**src/hdl/e1es_consts.vh**
```
// Purpose: constants of the receive elastic store with gapped channel clock
// Assumes: register index times four gives the APB byte address
// Notes:   store timing is counted in edges of the sampled line and system clocks, APB timing in clock cycles
//
// Operation
// - Rate select on: backplane frame is F-bit plus 24 channels.
// - Rate select on: channels with blank bit 1 dropped, 0 forwarded.
// - Blank bits reset so channels 25 to 32 are dropped.
// - Rate select on: F-bit position is always driven to one.
// - Blank bits in four byte registers, channel 1 at bit 0 of first.
// - Sync pin is a sync input or a frame/multiframe pulse output.
// - With reinsertion, sync input realigns multiframe; else frame boundary only.
// - Network frame sync marks line-side frames, store enabled or bypassed.
// - Multiframe sync marks backplane-side multiframes delayed through the store; bypassed, line-side.
// - Store reset leaves delay between N bytes and a frame plus N.
// - Store align leaves delay between half and one and a half frames; the code restarts the reader in the other frame below half, up to two frames.
// - Minimum delay mode limits store depth to 32 bits; the code only puts the reader in the writer frame at each wrap, up to a frame.
// - Minimum delay mode disables all slip detection and slips.
// - Gapped enable outputs channel clock only in selected channels.
// - 56k format omits the clock pulse of the last channel bit.
// - Gapped select bits in four byte registers, 1 enables clocks.
// - Gapped clock from line clock when bypassed, system clock otherwise.
// - Empty store repeats a frame, full store deletes one, flags set.
// - Rate conversion slips at 9 or 2 bytes separation per zone.
// - Reset edge puts reader in writer frame; slip zone forces opposite.
`ifndef E1ES_CONSTS_VH
`define E1ES_CONSTS_VH

// Register indexes
`define E1ES_IDX_IO_CONFIG     8'h84
`define E1ES_IDX_CONTROL       8'h85
`define E1ES_IDX_STATUS        8'h93
`define E1ES_IDX_BLANK1        8'hc0
`define E1ES_IDX_BLANK2        8'hc1
`define E1ES_IDX_BLANK3        8'hc2
`define E1ES_IDX_BLANK4        8'hc3
`define E1ES_IDX_GAP1          8'hcc
`define E1ES_IDX_GAP2          8'hcd
`define E1ES_IDX_GAP3          8'hce
`define E1ES_IDX_GAP4          8'hcf

// Control fields
`define E1ES_CTL_ENABLE        0
`define E1ES_CTL_MIN_DELAY     1
`define E1ES_CTL_RESET         2
`define E1ES_CTL_ALIGN         3
`define E1ES_CTL_SLIP_ZONE     4
`define E1ES_CTL_GAP_ENABLE    6
`define E1ES_CTL_FMT56         7

// I/O configuration fields
`define E1ES_IO_SYNC_OUT       0
`define E1ES_IO_MF_SELECT      1
`define E1ES_IO_T1_RATE        4
`define E1ES_IO_SIG_REINSERT   6

// Status fields
`define E1ES_ST_SLIP           5
`define E1ES_ST_UNDERFLOW      6
`define E1ES_ST_OVERFLOW       7

// Reset values
`define E1ES_RST_BLANK_LOW     8'h00
`define E1ES_RST_BLANK4        8'hff
`define E1ES_RST_ZERO          8'h00

// Frame geometry and slip thresholds, in bits and bytes
`define E1ES_T1_LAST_BIT       8'hc0
`define E1ES_E1_LAST_BIT       8'hff
`define E1ES_SLIP_ZONE0_BYTES  6'h09
`define E1ES_SLIP_ZONE1_BYTES  6'h02
`define E1ES_NATIVE_BYTES      6'h01
`define E1ES_HALF_FRAME_BYTES  7'h10
`define E1ES_FRAME_BYTES       7'h20
`define E1ES_MIN_DELAY_BYTES   7'h04
`define E1ES_NO_SLOT           6'h20

`endif

```
**src/hdl/e1es_frame_store.v**
```verilog
// Purpose: two-frame byte store, 32 timeslots per frame
// Assumes: one write and one asynchronous read per clock
// Notes:   address is {frame, timeslot}
`timescale 1ns/1ps
`default_nettype none
module e1es_frame_store (
  // Clock
  input  wire       clock,
  // Write side
  input  wire       wr_en,
  input  wire [5:0] wr_addr,
  input  wire [7:0] wr_data,
  // Read side
  input  wire [5:0] rd_addr,
  output wire [7:0] rd_data
);
  reg [7:0] mem [0:63];

  always @(posedge clock) begin
    if (wr_en) begin
      mem[wr_addr] <= wr_data;
    end
  end

  assign rd_data = mem[rd_addr];
endmodule
`default_nettype wire

```
**src/hdl/e1es_rx_elastic_store.v**
```verilog
// Purpose: receive elastic store with E1 to 24-channel mapping and gapped clock
// Assumes: line and system clocks are synchronous level inputs, far slower than clock
// Notes:   registers over APB with one wait state
//
// Decided for this implementation: the APB slave port.
`include "e1es_consts.vh"
`timescale 1ns/1ps
`default_nettype none
module e1es_rx_elastic_store (
  // Clock and reset
  input  wire        clock,
  input  wire        reset,
  // APB slave
  input  wire        psel,
  input  wire        penable,
  input  wire        pwrite,
  input  wire [11:0] paddr,
  input  wire [31:0] pwdata,
  output wire        pready,
  output reg  [31:0] prdata,
  output wire        pslverr,
  // Line side from the framer
  input  wire        rx_line_clock,
  input  wire        rx_line_data,
  input  wire        rx_line_frame_start,
  input  wire        rx_line_mf_start,
  // Backplane side
  input  wire        rx_system_clock,
  output reg         rx_serial_data_out,
  output reg         rx_network_frame_sync,
  output reg         rx_multiframe_sync,
  input  wire        rx_sync_pin_in,
  output reg         rx_sync_pin_out,
  output wire        rx_sync_pin_oe,
  output reg         rx_channel_clock
);

  ////////////////////////////////////////////////////////////////////////////
  // Registers
  reg  [31:0] rx_blank_channel_select;
  reg  [31:0] rx_gapped_clock_select;
  reg  [7:0]  rx_estore_control;
  reg  [7:0]  rx_io_config;
  reg  [7:0]  rx_latched_status_four;
  reg         ack;

  wire        setup_wr;
  wire        acc;
  wire [7:0]  idx;
  wire        mapped;
  wire        bus_wr;

  function is_mapped;
    input [11:0] a;
    reg   [7:0]  i;
    begin
      i = a[9:2];
      is_mapped = (a[11:10] == 2'b00) && (a[1:0] == 2'b00) &&
                  ((i == `E1ES_IDX_IO_CONFIG) || (i == `E1ES_IDX_CONTROL) ||
                   (i == `E1ES_IDX_STATUS) ||
                   ((i >= `E1ES_IDX_BLANK1) && (i <= `E1ES_IDX_BLANK4)) ||
                   ((i >= `E1ES_IDX_GAP1) && (i <= `E1ES_IDX_GAP4)));
    end
  endfunction

  assign acc      = psel & penable;
  assign idx      = paddr[9:2];
  assign mapped   = is_mapped(paddr);
  assign pready   = ack;
  assign pslverr  = ack & ~mapped;
  assign bus_wr   = acc & ack & pwrite & mapped;
  assign setup_wr = 1'b0;

  // Single wait state so read data comes from a flip-flop
  always @(posedge clock) begin
    if (reset) begin
      ack    <= 1'b0;
      prdata <= 32'h0000_0000;
    end else begin
      ack <= acc & ~ack;
      if (acc & ~ack & ~pwrite) begin
        prdata <= 32'h0000_0000;
        case (idx)
          `E1ES_IDX_IO_CONFIG: prdata[7:0] <= rx_io_config;
          `E1ES_IDX_CONTROL:   prdata[7:0] <= rx_estore_control;
          `E1ES_IDX_STATUS:    prdata[7:0] <= rx_latched_status_four;
          `E1ES_IDX_BLANK1:    prdata[7:0] <= rx_blank_channel_select[7:0];
          `E1ES_IDX_BLANK2:    prdata[7:0] <= rx_blank_channel_select[15:8];
          `E1ES_IDX_BLANK3:    prdata[7:0] <= rx_blank_channel_select[23:16];
          `E1ES_IDX_BLANK4:    prdata[7:0] <= rx_blank_channel_select[31:24];
          `E1ES_IDX_GAP1:      prdata[7:0] <= rx_gapped_clock_select[7:0];
          `E1ES_IDX_GAP2:      prdata[7:0] <= rx_gapped_clock_select[15:8];
          `E1ES_IDX_GAP3:      prdata[7:0] <= rx_gapped_clock_select[23:16];
          `E1ES_IDX_GAP4:      prdata[7:0] <= rx_gapped_clock_select[31:24];
          default:             prdata <= 32'h0000_0000;
        endcase
      end
    end
  end

  genvar g;
  generate
    for (g = 0; g < 4; g = g + 1) begin : grp
      always @(posedge clock) begin
        if (reset) begin
          rx_blank_channel_select[g*8+7:g*8] <= (g == 3) ? `E1ES_RST_BLANK4
                                                         : `E1ES_RST_BLANK_LOW;
          rx_gapped_clock_select[g*8+7:g*8]  <= `E1ES_RST_ZERO;
        end else if (bus_wr) begin
          if (idx == `E1ES_IDX_BLANK1 + g) begin
            rx_blank_channel_select[g*8+7:g*8] <= pwdata[7:0];
          end
          if (idx == `E1ES_IDX_GAP1 + g) begin
            rx_gapped_clock_select[g*8+7:g*8] <= pwdata[7:0];
          end
        end
      end
    end
  endgenerate

  always @(posedge clock) begin
    if (reset) begin
      rx_estore_control <= `E1ES_RST_ZERO;
      rx_io_config      <= `E1ES_RST_ZERO;
    end else if (bus_wr) begin
      if (idx == `E1ES_IDX_CONTROL) begin
        rx_estore_control <= pwdata[7:0] & 8'hdf;
      end
      if (idx == `E1ES_IDX_IO_CONFIG) begin
        rx_io_config <= pwdata[7:0];
      end
    end
  end

  ////////////////////////////////////////////////////////////////////////////
  // Modes and clock edges
  wire es_on    = rx_estore_control[`E1ES_CTL_ENABLE];
  wire min_dly  = rx_estore_control[`E1ES_CTL_MIN_DELAY];
  wire t1_rate  = rx_io_config[`E1ES_IO_T1_RATE];
  wire sync_out = rx_io_config[`E1ES_IO_SYNC_OUT];
  reg         line_q;
  reg         sys_q;
  wire        line_rise = rx_line_clock & ~line_q;
  wire        sys_rise  = rx_system_clock & ~sys_q;
  wire [5:0]  thr;

  // Slip zone applies to rate conversion only
  assign thr = ~t1_rate ? `E1ES_NATIVE_BYTES :
               rx_estore_control[`E1ES_CTL_SLIP_ZONE] ? `E1ES_SLIP_ZONE1_BYTES
                                                      : `E1ES_SLIP_ZONE0_BYTES;
  assign rx_sync_pin_oe = sync_out;

  ////////////////////////////////////////////////////////////////////////////
  // Line-side write
  reg  [7:0]  wbit;
  reg         wframe;
  reg  [6:0]  wsh;
  reg  [1:0]  mf_tag;
  reg  [5:0]  rpos;
  reg         rframe;
  wire [7:0]  widx   = rx_line_frame_start ? 8'h00 : wbit + 8'h01;
  wire        wr_en  = line_rise & (widx[2:0] == 3'h7);
  wire        ovf    = es_on & ~min_dly & (~wframe == rframe) & (rpos < thr);
  reg         ovf_ev;

  always @(posedge clock) begin
    if (reset) begin
      // Edge detector follows the pin through reset, no false edge on release
      line_q <= rx_line_clock;
      wbit   <= 8'h00;
      wframe <= 1'b0;
      wsh    <= 7'h00;
      mf_tag <= 2'b00;
      ovf_ev <= 1'b0;
      rx_network_frame_sync <= 1'b0;
    end else begin
      line_q <= rx_line_clock;
      ovf_ev <= 1'b0;
      if (line_rise) begin
        wbit <= widx;
        wsh  <= {wsh[5:0], rx_line_data};
        rx_network_frame_sync <= rx_line_frame_start;
        if (widx == 8'h00) begin
          if (ovf) begin
            ovf_ev <= 1'b1;
            mf_tag[wframe] <= rx_line_mf_start;
          end else begin
            wframe <= ~wframe;
            mf_tag[~wframe] <= rx_line_mf_start;
          end
        end
      end
    end
  end

  wire [7:0] rd_byte;
  wire [5:0] rd_addr;

  e1es_frame_store u_store (
    .clock   (clock),
    .wr_en   (wr_en),
    .wr_addr ({wframe, widx[7:3]}),
    .wr_data ({wsh, rx_line_data}),
    .rd_addr (rd_addr),
    .rd_data (rd_byte)
  );

  ////////////////////////////////////////////////////////////////////////////
  // Backplane-side read
  function [5:0] next_open;
    input [5:0]  from;
    input [31:0] blank;
    integer      i;
    reg          found;
    begin
      next_open = `E1ES_NO_SLOT;
      found = 1'b0;
      for (i = 0; i < 32; i = i + 1) begin
        if (!found && (i >= from) && !blank[i]) begin
          next_open = i[5:0];
          found = 1'b1;
        end
      end
    end
  endfunction

  reg  [7:0] rbit;
  reg  [5:0] cursor;
  reg  [7:0] rsh;
  reg  [3:0] mf_cnt;
  reg  [4:0] cur_ch;
  reg  [2:0] cur_bit;
  reg        cur_valid;
  reg        ctl_rst_q;
  reg        ctl_aln_q;
  reg        pend_rst;
  reg        pend_aln;

  reg  [7:0] next_rbit;
  reg        next_rframe;
  reg  [5:0] next_cursor;
  reg  [5:0] next_slot;
  reg  [7:0] next_pos;
  reg        next_fbit;
  reg        next_under;
  reg  [6:0] next_sep;
  reg        wrap;

  always @* begin
    wrap = (rbit == (t1_rate ? `E1ES_T1_LAST_BIT : `E1ES_E1_LAST_BIT)) |
           (~sync_out & rx_sync_pin_in);
    next_rbit   = wrap ? 8'h00 : rbit + 8'h01;
    next_rframe = rframe;
    next_under  = 1'b0;
    next_sep    = (rframe == wframe) ? {2'b00, wbit[7:3]} - {1'b0, rpos}
                                     : `E1ES_FRAME_BYTES + {2'b00, wbit[7:3]} - {1'b0, rpos};
    if (wrap) begin
      if (min_dly) begin
        // Read trails write within one frame, no slips
        next_rframe = wframe;
      end else if ((~rframe == wframe) && ({1'b0, wbit[7:3]} <= thr)) begin
        next_under = 1'b1;
      end else begin
        next_rframe = ~rframe;
      end
    end
    if (pend_rst) begin
      // Reader joins writer frame, or opposite in slip zone
      next_rbit   = 8'h00;
      next_rframe = ({1'b0, wbit[7:3]} <= thr) ? ~wframe : wframe;
    end else if (pend_aln && (next_sep < `E1ES_HALF_FRAME_BYTES)) begin
      next_rbit   = 8'h00;
      next_rframe = ~wframe;
    end
    next_fbit = t1_rate & (next_rbit == 8'h00);
    next_pos  = t1_rate ? next_rbit - 8'h01 : next_rbit;
    next_cursor = (next_rbit == 8'h00) ? 6'h00 : cursor;
    next_slot   = {1'b0, next_pos[7:3]};
    if (t1_rate) begin
      // Skip blanked E1 channels, slot held for the rest of the byte
      next_slot = (next_pos[2:0] == 3'h0) ? next_open(next_cursor, rx_blank_channel_select)
                                          : next_cursor - 6'h01;
    end
    if (~next_fbit && (next_pos[2:0] == 3'h0)) begin
      next_cursor = next_slot + 6'h01;
    end
  end

  assign rd_addr = {next_rframe, next_slot[4:0]};

  always @(posedge clock) begin
    if (reset) begin
      sys_q     <= rx_system_clock;
      rbit      <= 8'h00;
      rframe    <= 1'b1;
      cursor    <= 6'h00;
      rsh       <= 8'h00;
      rpos      <= 6'h00;
      mf_cnt    <= 4'h0;
      cur_ch    <= 5'h00;
      cur_bit   <= 3'h0;
      cur_valid <= 1'b0;
      ctl_rst_q <= 1'b0;
      ctl_aln_q <= 1'b0;
      pend_rst  <= 1'b0;
      pend_aln  <= 1'b0;
    end else begin
      sys_q     <= rx_system_clock;
      ctl_rst_q <= rx_estore_control[`E1ES_CTL_RESET];
      ctl_aln_q <= rx_estore_control[`E1ES_CTL_ALIGN];
      // Commands wait for the next backplane bit
      if (rx_estore_control[`E1ES_CTL_RESET] & ~ctl_rst_q) begin
        pend_rst <= 1'b1;
      end else if (sys_rise & es_on) begin
        pend_rst <= 1'b0;
      end
      if (rx_estore_control[`E1ES_CTL_ALIGN] & ~ctl_aln_q) begin
        pend_aln <= 1'b1;
      end else if (sys_rise & es_on) begin
        pend_aln <= 1'b0;
      end
      if (sys_rise & es_on) begin
        rbit      <= next_rbit;
        rframe    <= next_rframe;
        cursor    <= next_cursor;
        cur_ch    <= next_slot[4:0];
        cur_bit   <= next_pos[2:0];
        cur_valid <= ~next_fbit & ~next_slot[5];
        if (next_fbit || next_slot[5]) begin
          rsh <= 8'hff;
        end else if (next_pos[2:0] == 3'h0) begin
          rsh <= {rd_byte[6:0], 1'b1};
        end else begin
          rsh <= {rsh[6:0], 1'b1};
        end
        if (next_rbit == 8'h00) begin
          rpos <= 6'h00;
        end else if (~next_fbit && (next_pos[2:0] == 3'h7)) begin
          rpos <= rpos + 6'h01;
        end
        // Multiframe follows line tags or sync realignment
        if (next_rbit == 8'h00) begin
          if (~sync_out & rx_sync_pin_in & rx_io_config[`E1ES_IO_SIG_REINSERT]) begin
            mf_cnt <= 4'h0;
          end else if (mf_tag[next_rframe]) begin
            mf_cnt <= 4'h0;
          end else begin
            mf_cnt <= mf_cnt + 4'h1;
          end
        end
      end
    end
  end

  ////////////////////////////////////////////////////////////////////////////
  // Serial data, syncs and status
  wire next_mf0 = mf_tag[next_rframe] |
                  (~sync_out & rx_sync_pin_in & rx_io_config[`E1ES_IO_SIG_REINSERT]);

  always @(posedge clock) begin
    if (reset) begin
      rx_serial_data_out     <= 1'b1;
      rx_multiframe_sync     <= 1'b0;
      rx_sync_pin_out        <= 1'b0;
      rx_latched_status_four <= `E1ES_RST_ZERO;
    end else begin
      if (es_on & sys_rise) begin
        if (next_fbit || next_slot[5]) begin
          rx_serial_data_out <= 1'b1;
        end else if (next_pos[2:0] == 3'h0) begin
          rx_serial_data_out <= rd_byte[7];
        end else begin
          rx_serial_data_out <= rsh[7];
        end
        rx_multiframe_sync <= (next_rbit == 8'h00) & next_mf0;
        // Frame or multiframe pulse on the sync pin
        rx_sync_pin_out <= (next_rbit == 8'h00) &
                           (~rx_io_config[`E1ES_IO_MF_SELECT] | next_mf0);
      end else if (~es_on & line_rise) begin
        rx_serial_data_out <= rx_line_data;
        rx_multiframe_sync <= rx_line_mf_start;
        rx_sync_pin_out    <= rx_io_config[`E1ES_IO_MF_SELECT] ? rx_line_mf_start
                                                               : rx_line_frame_start;
      end
      // Sticky flags, set wins over write-one clear
      rx_latched_status_four <=
        ((bus_wr && (idx == `E1ES_IDX_STATUS)) ?
          (rx_latched_status_four & ~pwdata[7:0]) : rx_latched_status_four) |
        ({7'h00, ovf_ev} << `E1ES_ST_OVERFLOW) |
        ({7'h00, sys_rise & es_on & next_under} << `E1ES_ST_UNDERFLOW) |
        ({7'h00, ovf_ev | (sys_rise & es_on & next_under)} << `E1ES_ST_SLIP);
    end
  end

  ////////////////////////////////////////////////////////////////////////////
  // Channel clock
  // Bit launched at this edge, so the gate meets its own bit and not the last
  wire [7:0] ln_bit   = line_rise ? widx : wbit;
  wire [4:0] gc_ch    = es_on ? (sys_rise ? next_slot[4:0] : cur_ch) : ln_bit[7:3];
  wire [2:0] gc_bit   = es_on ? (sys_rise ? next_pos[2:0] : cur_bit) : ln_bit[2:0];
  wire       gc_valid = es_on ? (sys_rise ? ~next_fbit & ~next_slot[5] : cur_valid) : 1'b1;
  wire       gc_src   = es_on ? rx_system_clock : rx_line_clock;

  always @(posedge clock) begin
    if (reset) begin
      rx_channel_clock <= 1'b0;
    end else if (rx_estore_control[`E1ES_CTL_GAP_ENABLE]) begin
      // Gate to selected channels, drop last bit at 56k
      rx_channel_clock <= gc_src & gc_valid & rx_gapped_clock_select[gc_ch] &
                          ~(rx_estore_control[`E1ES_CTL_FMT56] & (gc_bit == 3'h7));
    end else begin
      rx_channel_clock <= gc_valid & (gc_bit == 3'h0);
    end
  end

endmodule
`default_nettype wire

```
**config.mk**
```make
export PLATFORM = sky130hd
export DESIGN_NAME = e1es_rx_elastic_store
export DESIGN_NICKNAME = d
export VERILOG_FILES = /design/src/hdl/e1es_frame_store.v /design/src/hdl/e1es_rx_elastic_store.v
export VERILOG_INCLUDE_DIRS = /design/src /design/src/hdl
export SDC_FILE = /design/constraint.sdc
export NUM_CORES = 1
export LEC_CHECK = 0
export ABC_AREA = 1
export BUFFER_PORTS_ARGS = -buffer_cell sky130_fd_sc_hd__buf_4
export CORE_MARGIN = 3
export CORE_UTILIZATION = 45
export CTS_CLUSTER_DIAMETER = 50
export DETAILED_ROUTE_END_ITERATION = 12
export SLEW_MARGIN = 40
export SYNTH_ARGS = -nofsm -noshare
export SYNTH_HDL_FRONTEND = slang
export SYNTH_HIERARCHICAL = 1
export SYNTH_SLANG_ARGS = --single-unit
```
**constraint.sdc**
```tcl
create_clock -name clock -period 13.2 [get_ports clock]
set_clock_uncertainty 0.15 [all_clocks]
set_input_delay 1.32 -clock clock [delete_from_list [all_inputs] [get_ports clock]]
set_output_delay 1.32 -clock clock [all_outputs]
set_load 0.01 [all_outputs]
```
==> impl_results.md, run 1 <==
- Status: complete, no violations
- Hpwl dp: 50.6 mm
- Drt total wl: a little over 80 mm
- P&R area growth vs syn: 10.4%
- Final Max Slew Viols: 0
- Die outline width: 268 um
- Setup Fix Bufs, Post-CTS: 0
- Routed length per instance: around 20 um
- Final setup fails: 0
- Pre-CTS setup slack: 3.67 ns
- Unrepaired setup endpoints after global routing: no
- Worst vdd rail ir drop: slightly above 100 uV
- Global-route wire length before repair: 127 mm
- Synth Instances: 3260
- Clk slew on worst S/H paths: 0.06 ns
- Critical path type: reg -> reg
- Critical Path Fanout Max: 77
- Number of nets in the layout: between 3000 and 4000
- Slew margin rel.: 0.366
- Met3 usage: 0.0261
- Synth cell types: 58
- Drt drc: 0
- Die span in y: between 200 and 300 um
- FFs w/ async S/R, synth: 0
- Via density per instance: 5.60
- # resized after CTS: 0
- Die ar.: 71800 um^2
- Final Cycle Share: 0.697
- Clock Tree Buf Depth: 3
- Diodes inserted: 0
- Slew @ Worst Pin: approximately 0.95 ns
- Setup WS post-layout: between 3 and 4 ns
- Max cap viols: 0
- CORE AREA: 67600 um^2
- Post-synth EDFFs: 512
- Top delay family on crit path: simple AND/OR/NAND/NOR gates
- Top-level I/O count: 95
- Syn avg cell area: approximately 9.5 um^2
- Vias in the first global route: 22000
- DR iter-0 viols: between 2000 and 2500
- Clk sinks: 676
- Port Buffer Count: 46
- GR Util All Layers: 0.228
- Synth Cell Area: 30900 um^2
- Via count: 23400
- 1st-pass router iterations: 6
- Ys flop type: edfxtp_1
- Peak Freq: 109 MHz
- Met1 Use GR: 0.333
- Hold crit path type: reg -> reg
- Setup TNS Final: 0 ns
- Crit end category: register
- Most frequent CP cell: nand2_1
- CTS buffer count: 79
- Worst endpoint required time: 13.59 ns
- Crit start category: register
- Initial Util: 0.457
- Global route total overflow: 0
- Hold_buf cts: 0
- Register area share after synthesis: 0.604
- Final Critical Period: 9.20 ns
- Final ANT Viol Nets: 0
- Bufs and invs on worst path: 5
- Worst-Skew Late Latency: around 0.63 ns
- Most frequent cells in the layout: nand2_1 (895), nand3_1 (560), edfxtp_1 (512), inv_1 (210), nor2_1 (168)
- Leakage power: 0.0127 uW
- Initial antenna violation count: 0
- GP Congestion: just under 0.9
- Layout cell share with drive strength beyond 1: 0.0899
- Largest net degree at the start of global routing: 168
- CP arrival: approximately 9.6 ns
- Hold Fails Final Rpt: 0
- Yosys reg bits: 676
- Clk root buf: clkbuf_16
- TritonCTS clock tree: done
- Slowest CP cell: dfxtp_1
- Worst path max stage delay: ~0.67 ns
- Grt peak-use layer: met2
- Commonest non-fill, non-tap cell in the layout: nand2_1
- Met2 Track Usage GR: 0.358
- Pwr dens: 131 nW/um^2
- Row count: 95
- Htree depth: 3
- Yosys Warn Count: 6
## path summary, 6_finish.rpt
path	to	slack, ns	cells after the start	from
setup / recovery	rx_serial_data_out	4.00	47	rx_io_config[4]
setup reg to reg	rx_serial_data_out	4.00	47	rx_io_config[4]
hold reg to reg	rx_latched_status_four[2]	0.30	2	rx_latched_status_four[2]
hold / removal	rx_latched_status_four[2]	0.30	2	rx_latched_status_four[2]
## per-layer routing
| metal | share of wire | vias up |
|---|---|---|
| li1 | - | 11100 |
| met1 | 0.45 | 11300 |
| met2 | 0.46 | 776 |
| met3 | 0.065 | 132 |
| met4 | 0.023 | 0 |
| met5 | 0 | - |
## kinds of logic (layout without fill, tap and decap cells)
group,count (synthesis),count (layout),synth area share
buffers and inverters,419,440,0.0662
adder cells (fa/ha/maj),19,19,0.00769
AND/OR/NAND/NOR,1780,1780,0.253
other,1,24,0.000121
XOR/XNOR,9,9,0.00255
AO/OA/AOI/OAI,356,356,0.0671
flip-flops,676,676,0.604
## state kept, by name (all words and copies together), names as in the netlist, 2 cells and up
signal                   flops
rx_io_config                 8
cursor                       6
mf_tag                       2
rpos                         6
cur_ch                       5
rbit                         8
cur_bit                      3
rx_latched_status_four       8
rx_estore_control            7
rsh                          8
u_store/mem                512
rx_gapped_clock_select      32
wbit                         8
prdata                       8
rx_blank_channel_select     32
wsh                          7
## tightest hold or removal path, delay by kind of cell (launching register included)
kind / cells / cell delay (ns)
flops: 1 / 0.30
buf+inv: 1 / 0.06
compound gates: 1 / 0.05
## layout make-up
| class | count | area, um^2 |
|---|---|---|
| fillers | 6125 | 33500 |
| flip-flops and latches | 676 | 18700 |
| multi-input cells | 2188 | 10400 |
| clock buffers | 99 | 2080 |
| well taps | 873 | 1090 |
| inverters | 223 | 852 |
| repair buffers | 76 | 596 |
| clock inverters | 42 | 388 |
## Yosys cell counts (12+ instances only)
cell type	n	area [um^2]
nor2_1	197	739
nand4_1	15	93.8
nor4_1	12	75.1
o21ai_0	105	526
o22ai_1	20	125
nand2_2	15	93.8
ha_1	19	238
buf_4	34	255
nand3_1	560	2800
nand2_1	897	3370
a221oi_1	19	166
nor3_1	41	205
buf_1	15	56.3
buf_6	30	338
buf_2	55	275
dfxtp_1	164	3280
a21oi_1	154	771
o211ai_1	19	143
clkbuf_1	58	218
a211oi_1	15	113
edfxtp_1	512	15400
inv_1	212	796
## power breakdown
part	internal, uW	leakage, uW	switching (uW)
clock	1170	0.00118	878
sequential	2290	0.00601	8.82
combinational	26.8	0.00547	90.8
total	3490	0.0127	977
## stage by stage
stage	std cells	hold slack [ns]	utilization	instance area, um^2	power (uW)
floorplan	3283	0.271	-	31000	2420
global placement	4036	0.282	0.466	31500	2460
detailed placement	4036	0.287	0.467	31600	2460
CTS	4177	0.296	0.504	34100	4510
global route	4177	0.311	0.504	34100	4610
finish	4177	0.298	0.504	34100	4470
No activity file was read; power rests on OpenSTA's default activity.
==> run 2: changes to the inputs <==
Clock period 13.2 ns to 8.25 ns, I/O delays scaled along.
==> run 2 against run 1 <==
  * Cell count up 0.65%
  * Combinational power up 63%
  * Register-to-register slack worse by 3.5 ns
  * Clock power up 78%
  * First-iteration DRC count down 8.9%
  * Largest power group unchanged
==> impl_results.md, run 2 (synthesis gave the netlist of run 1 again) <==
- Status: complete, no violations (unchanged)
- Leakage power: 0.0129 uW (was 0.0127 uW)
- Setup WS post-layout: 0.542 ns (was 4.00 ns)
- Crit path from: rpos[1] (was rx_io_config[4])
- CP arrival: 8.04 ns (was 9.59 ns)
- Top reg by flops: u_store/mem (unchanged)
- Slowest CP cell: dfxtp_1 (unchanged)
- Clock Tree Buf Depth: 3 (unchanged)
- Pre-CTS setup slack: 0.335 ns (was 3.67 ns)
- Clk sinks: 676 (unchanged)
- Worst endpoint required time: 8.58 ns (was 13.59 ns)
- Drt total wl: 82.0 mm (was 82.6 mm)
- Die outline width: 268 um (unchanged)
- Crit end category: register (unchanged)
- Grt peak-use layer: met2 (unchanged)
- Worst path max stage delay: 0.39 ns (was 0.67 ns)
- Hold Fails Final Rpt: 0 (unchanged)
- Top-level I/O count: 95 (unchanged)
- GR Util All Layers: 0.225 (was 0.228)
- Htree depth: 3 (unchanged)
- DR iter-0 viols: 2259 (was 2479)
- CTS buffer count: 82 (was 79)
- Die ar.: 71800 um^2 (unchanged)
- Final Critical Period: 7.71 ns (was 9.20 ns)
- Met3 usage: 0.0362 (was 0.0261)
- Largest registers: u_store/mem x512, rx_blank_channel_select x32, rx_gapped_clock_select x32 (unchanged)
- Global route total overflow: 0 (unchanged)
- Hold_buf cts: 0 (unchanged)
- Hold crit path type: in -> reg (was reg -> reg)
- Worst vdd rail ir drop: 151 uV (was 103 uV)
- Initial antenna violation count: 0 (unchanged)
- Die span in y: 268 um (unchanged)
- Top delay family on crit path: simple AND/OR/NAND/NOR gates (unchanged)
- Largest net degree at the start of global routing: 101 (was 168)
- Final Max Slew Viols: 0 (unchanged)
- Cell count after placement: 4054 (was 4036)
- Pwr dens: 216 nW/um^2 (was 131 nW/um^2)
- Final ANT Viol Nets: 0 (unchanged)
- Pwr Total: 7510 uW (was 4470 uW)
- Post-route insts no fill: 4204 (was 4177)
- Layout cell share with drive strength beyond 1: 0.100 (was 0.0899)
- Reg2Reg Setup Slack: 0.54 ns (was 4.00 ns)
- Final core utilization: 0.513 (was 0.504)
- Bufs and invs on worst path: 6 (was 5)
- Critical Path Fanout Max: 46 (was 77)
- Final Cycle Share: 0.934 (was 0.697)
- Most frequent cells in the layout: nand2_1 (893), nand3_1 (555), edfxtp_1 (512), inv_1 (209), nor2_1 (180) (was nand2_1 (895), nand3_1 (560), edfxtp_1 (512), inv_1 (210), nor2_1 (168))
- R2R Path Start: rpos[1] (was rx_io_config[4])
- Slew @ Worst Pin: 0.905 ns (was 0.950 ns)
- Port Buffer Count: 46 (unchanged)
- Clk slew on worst S/H paths: 0.06 ns (about the same)
- GP Congestion: 0.883 (was 0.884)
- Crit start category: register (unchanged)
- TritonCTS clock tree: done (unchanged)
- Final setup fails: 0 (unchanged)
- Clk root buf: clkbuf_16 (unchanged)
- Hold Path Depth: 1 (was 2)
- Hpwl dp: 51.7 mm (was 50.6 mm)
- Commonest non-fill, non-tap cell in the layout: nand2_1 (unchanged)
- Slew margin rel.: 0.394 (was 0.366)
- Global-route wire length before repair: 125 mm (was 127 mm)
- Via density per instance: 5.57 (was 5.60)
- Worst Hold End: line_q (was rx_latched_status_four[2])
- 1st-pass router iterations: 6 (unchanged)
- Most frequent CP cell: nand2_1 (unchanged)
- Initial Util: 0.457 (unchanged)
- R2R depth: 55 (was 47)
- Via count: 23400 (about the same)
- Max cap viols: 0 (unchanged)
- Reg2reg end: rx_serial_data_out (unchanged)
- Row count: 95 (unchanged)
- Drt drc: 0 (unchanged)
- Largest register FFs: 512 (unchanged)
- P&R area growth vs syn: 12.3% (was 10.4%)
- CORE AREA: 67600 um^2 (unchanged)
- Worst-Skew Late Latency: 0.63 ns (about the same)
- WP depth: 55 (was 47)
- Diodes inserted: 0 (unchanged)
- Critical path type: reg -> reg (unchanged)
- Met1 Use GR: 0.320 (was 0.333)
- Met2 Track Usage GR: 0.360 (was 0.358)
- Peak Freq: 130 MHz (was 109 MHz)
- Hold path start: rx_line_clock (was rx_latched_status_four[2])
- Number of nets in the layout: 3340 (was 3318)
- Vias in the first global route: 22100 (was 22000)
- Routed length per instance: 19.5 um (was 19.8 um)
-- run 2: changes by cell type in the layout (fill, tap and decap cells not counted), sizes merged --
cell	delta
clkinv	-5
inv	+4
buf	+19
bufinv	+8
clkbuf	+1
-- run 2: worst max-delay path by stage --
stage | endpoint | slack [ns]
6_report | rx_serial_data_out | 0.54
5_1_grt | rsh[5] | -0.02
4_1_cts | rsh[5] | 0.29
3_5_place_dp | rsh[5] | 0.33
3_3_place_gp | rsh[1] | 0.42
2_1_floorplan | rx_serial_data_out | 1.72
-- run 2: power by group --
group / internal [uW] / total (uW) / leakage, uW / switching (uW)
Clock: 2220 / 3640 / 0.00135 / 1420
Sequential: 3670 / 3680 / 0.00601 / 13.1
Combinational: 43.3 / 192 / 0.00558 / 149
Total: 5940 / 7510 / 0.0129 / 1580
-- run 2: cell type report --
| cell class | count | area, um^2 |
|---|---|---|
| Tap cell | 873 | 1090 |
| Sequential cell | 676 | 18700 |
| Fill cell | 6006 | 32900 |
| Timing Repair Buffer | 95 | 868 |
| Inverter | 223 | 852 |
| Multi-Input combinational cell | 2188 | 10500 |
| Clock buffer | 100 | 2200 |
| Clock inverter | 49 | 574 |
-- run 2: repair_timing --
action / in CTS / in global routing
endpoints found under the setup margin: 0 / 9
resized for setup: 0 / 22
setup buffers: 0 / 1
-- run 2: routing by layer --
metal | share of wire | vias up
li1 | - | 11200
met1 | 0.44 | 11300
met2 | 0.47 | 821
met3 | 0.069 | 153
met4 | 0.023 | 0
met5 | 0 | -
-- run 2: through the flow --
stage	instance area (um^2)	setup TNS [ns]	hold WS (ns)
CTS	34600	0	0.121
detailed placement	31800	0	0.290
global placement	31800	0	0.281
global route	34700	-0.0244	0.120
finish	34700	0	0.153
floorplan	31000	0	0.271
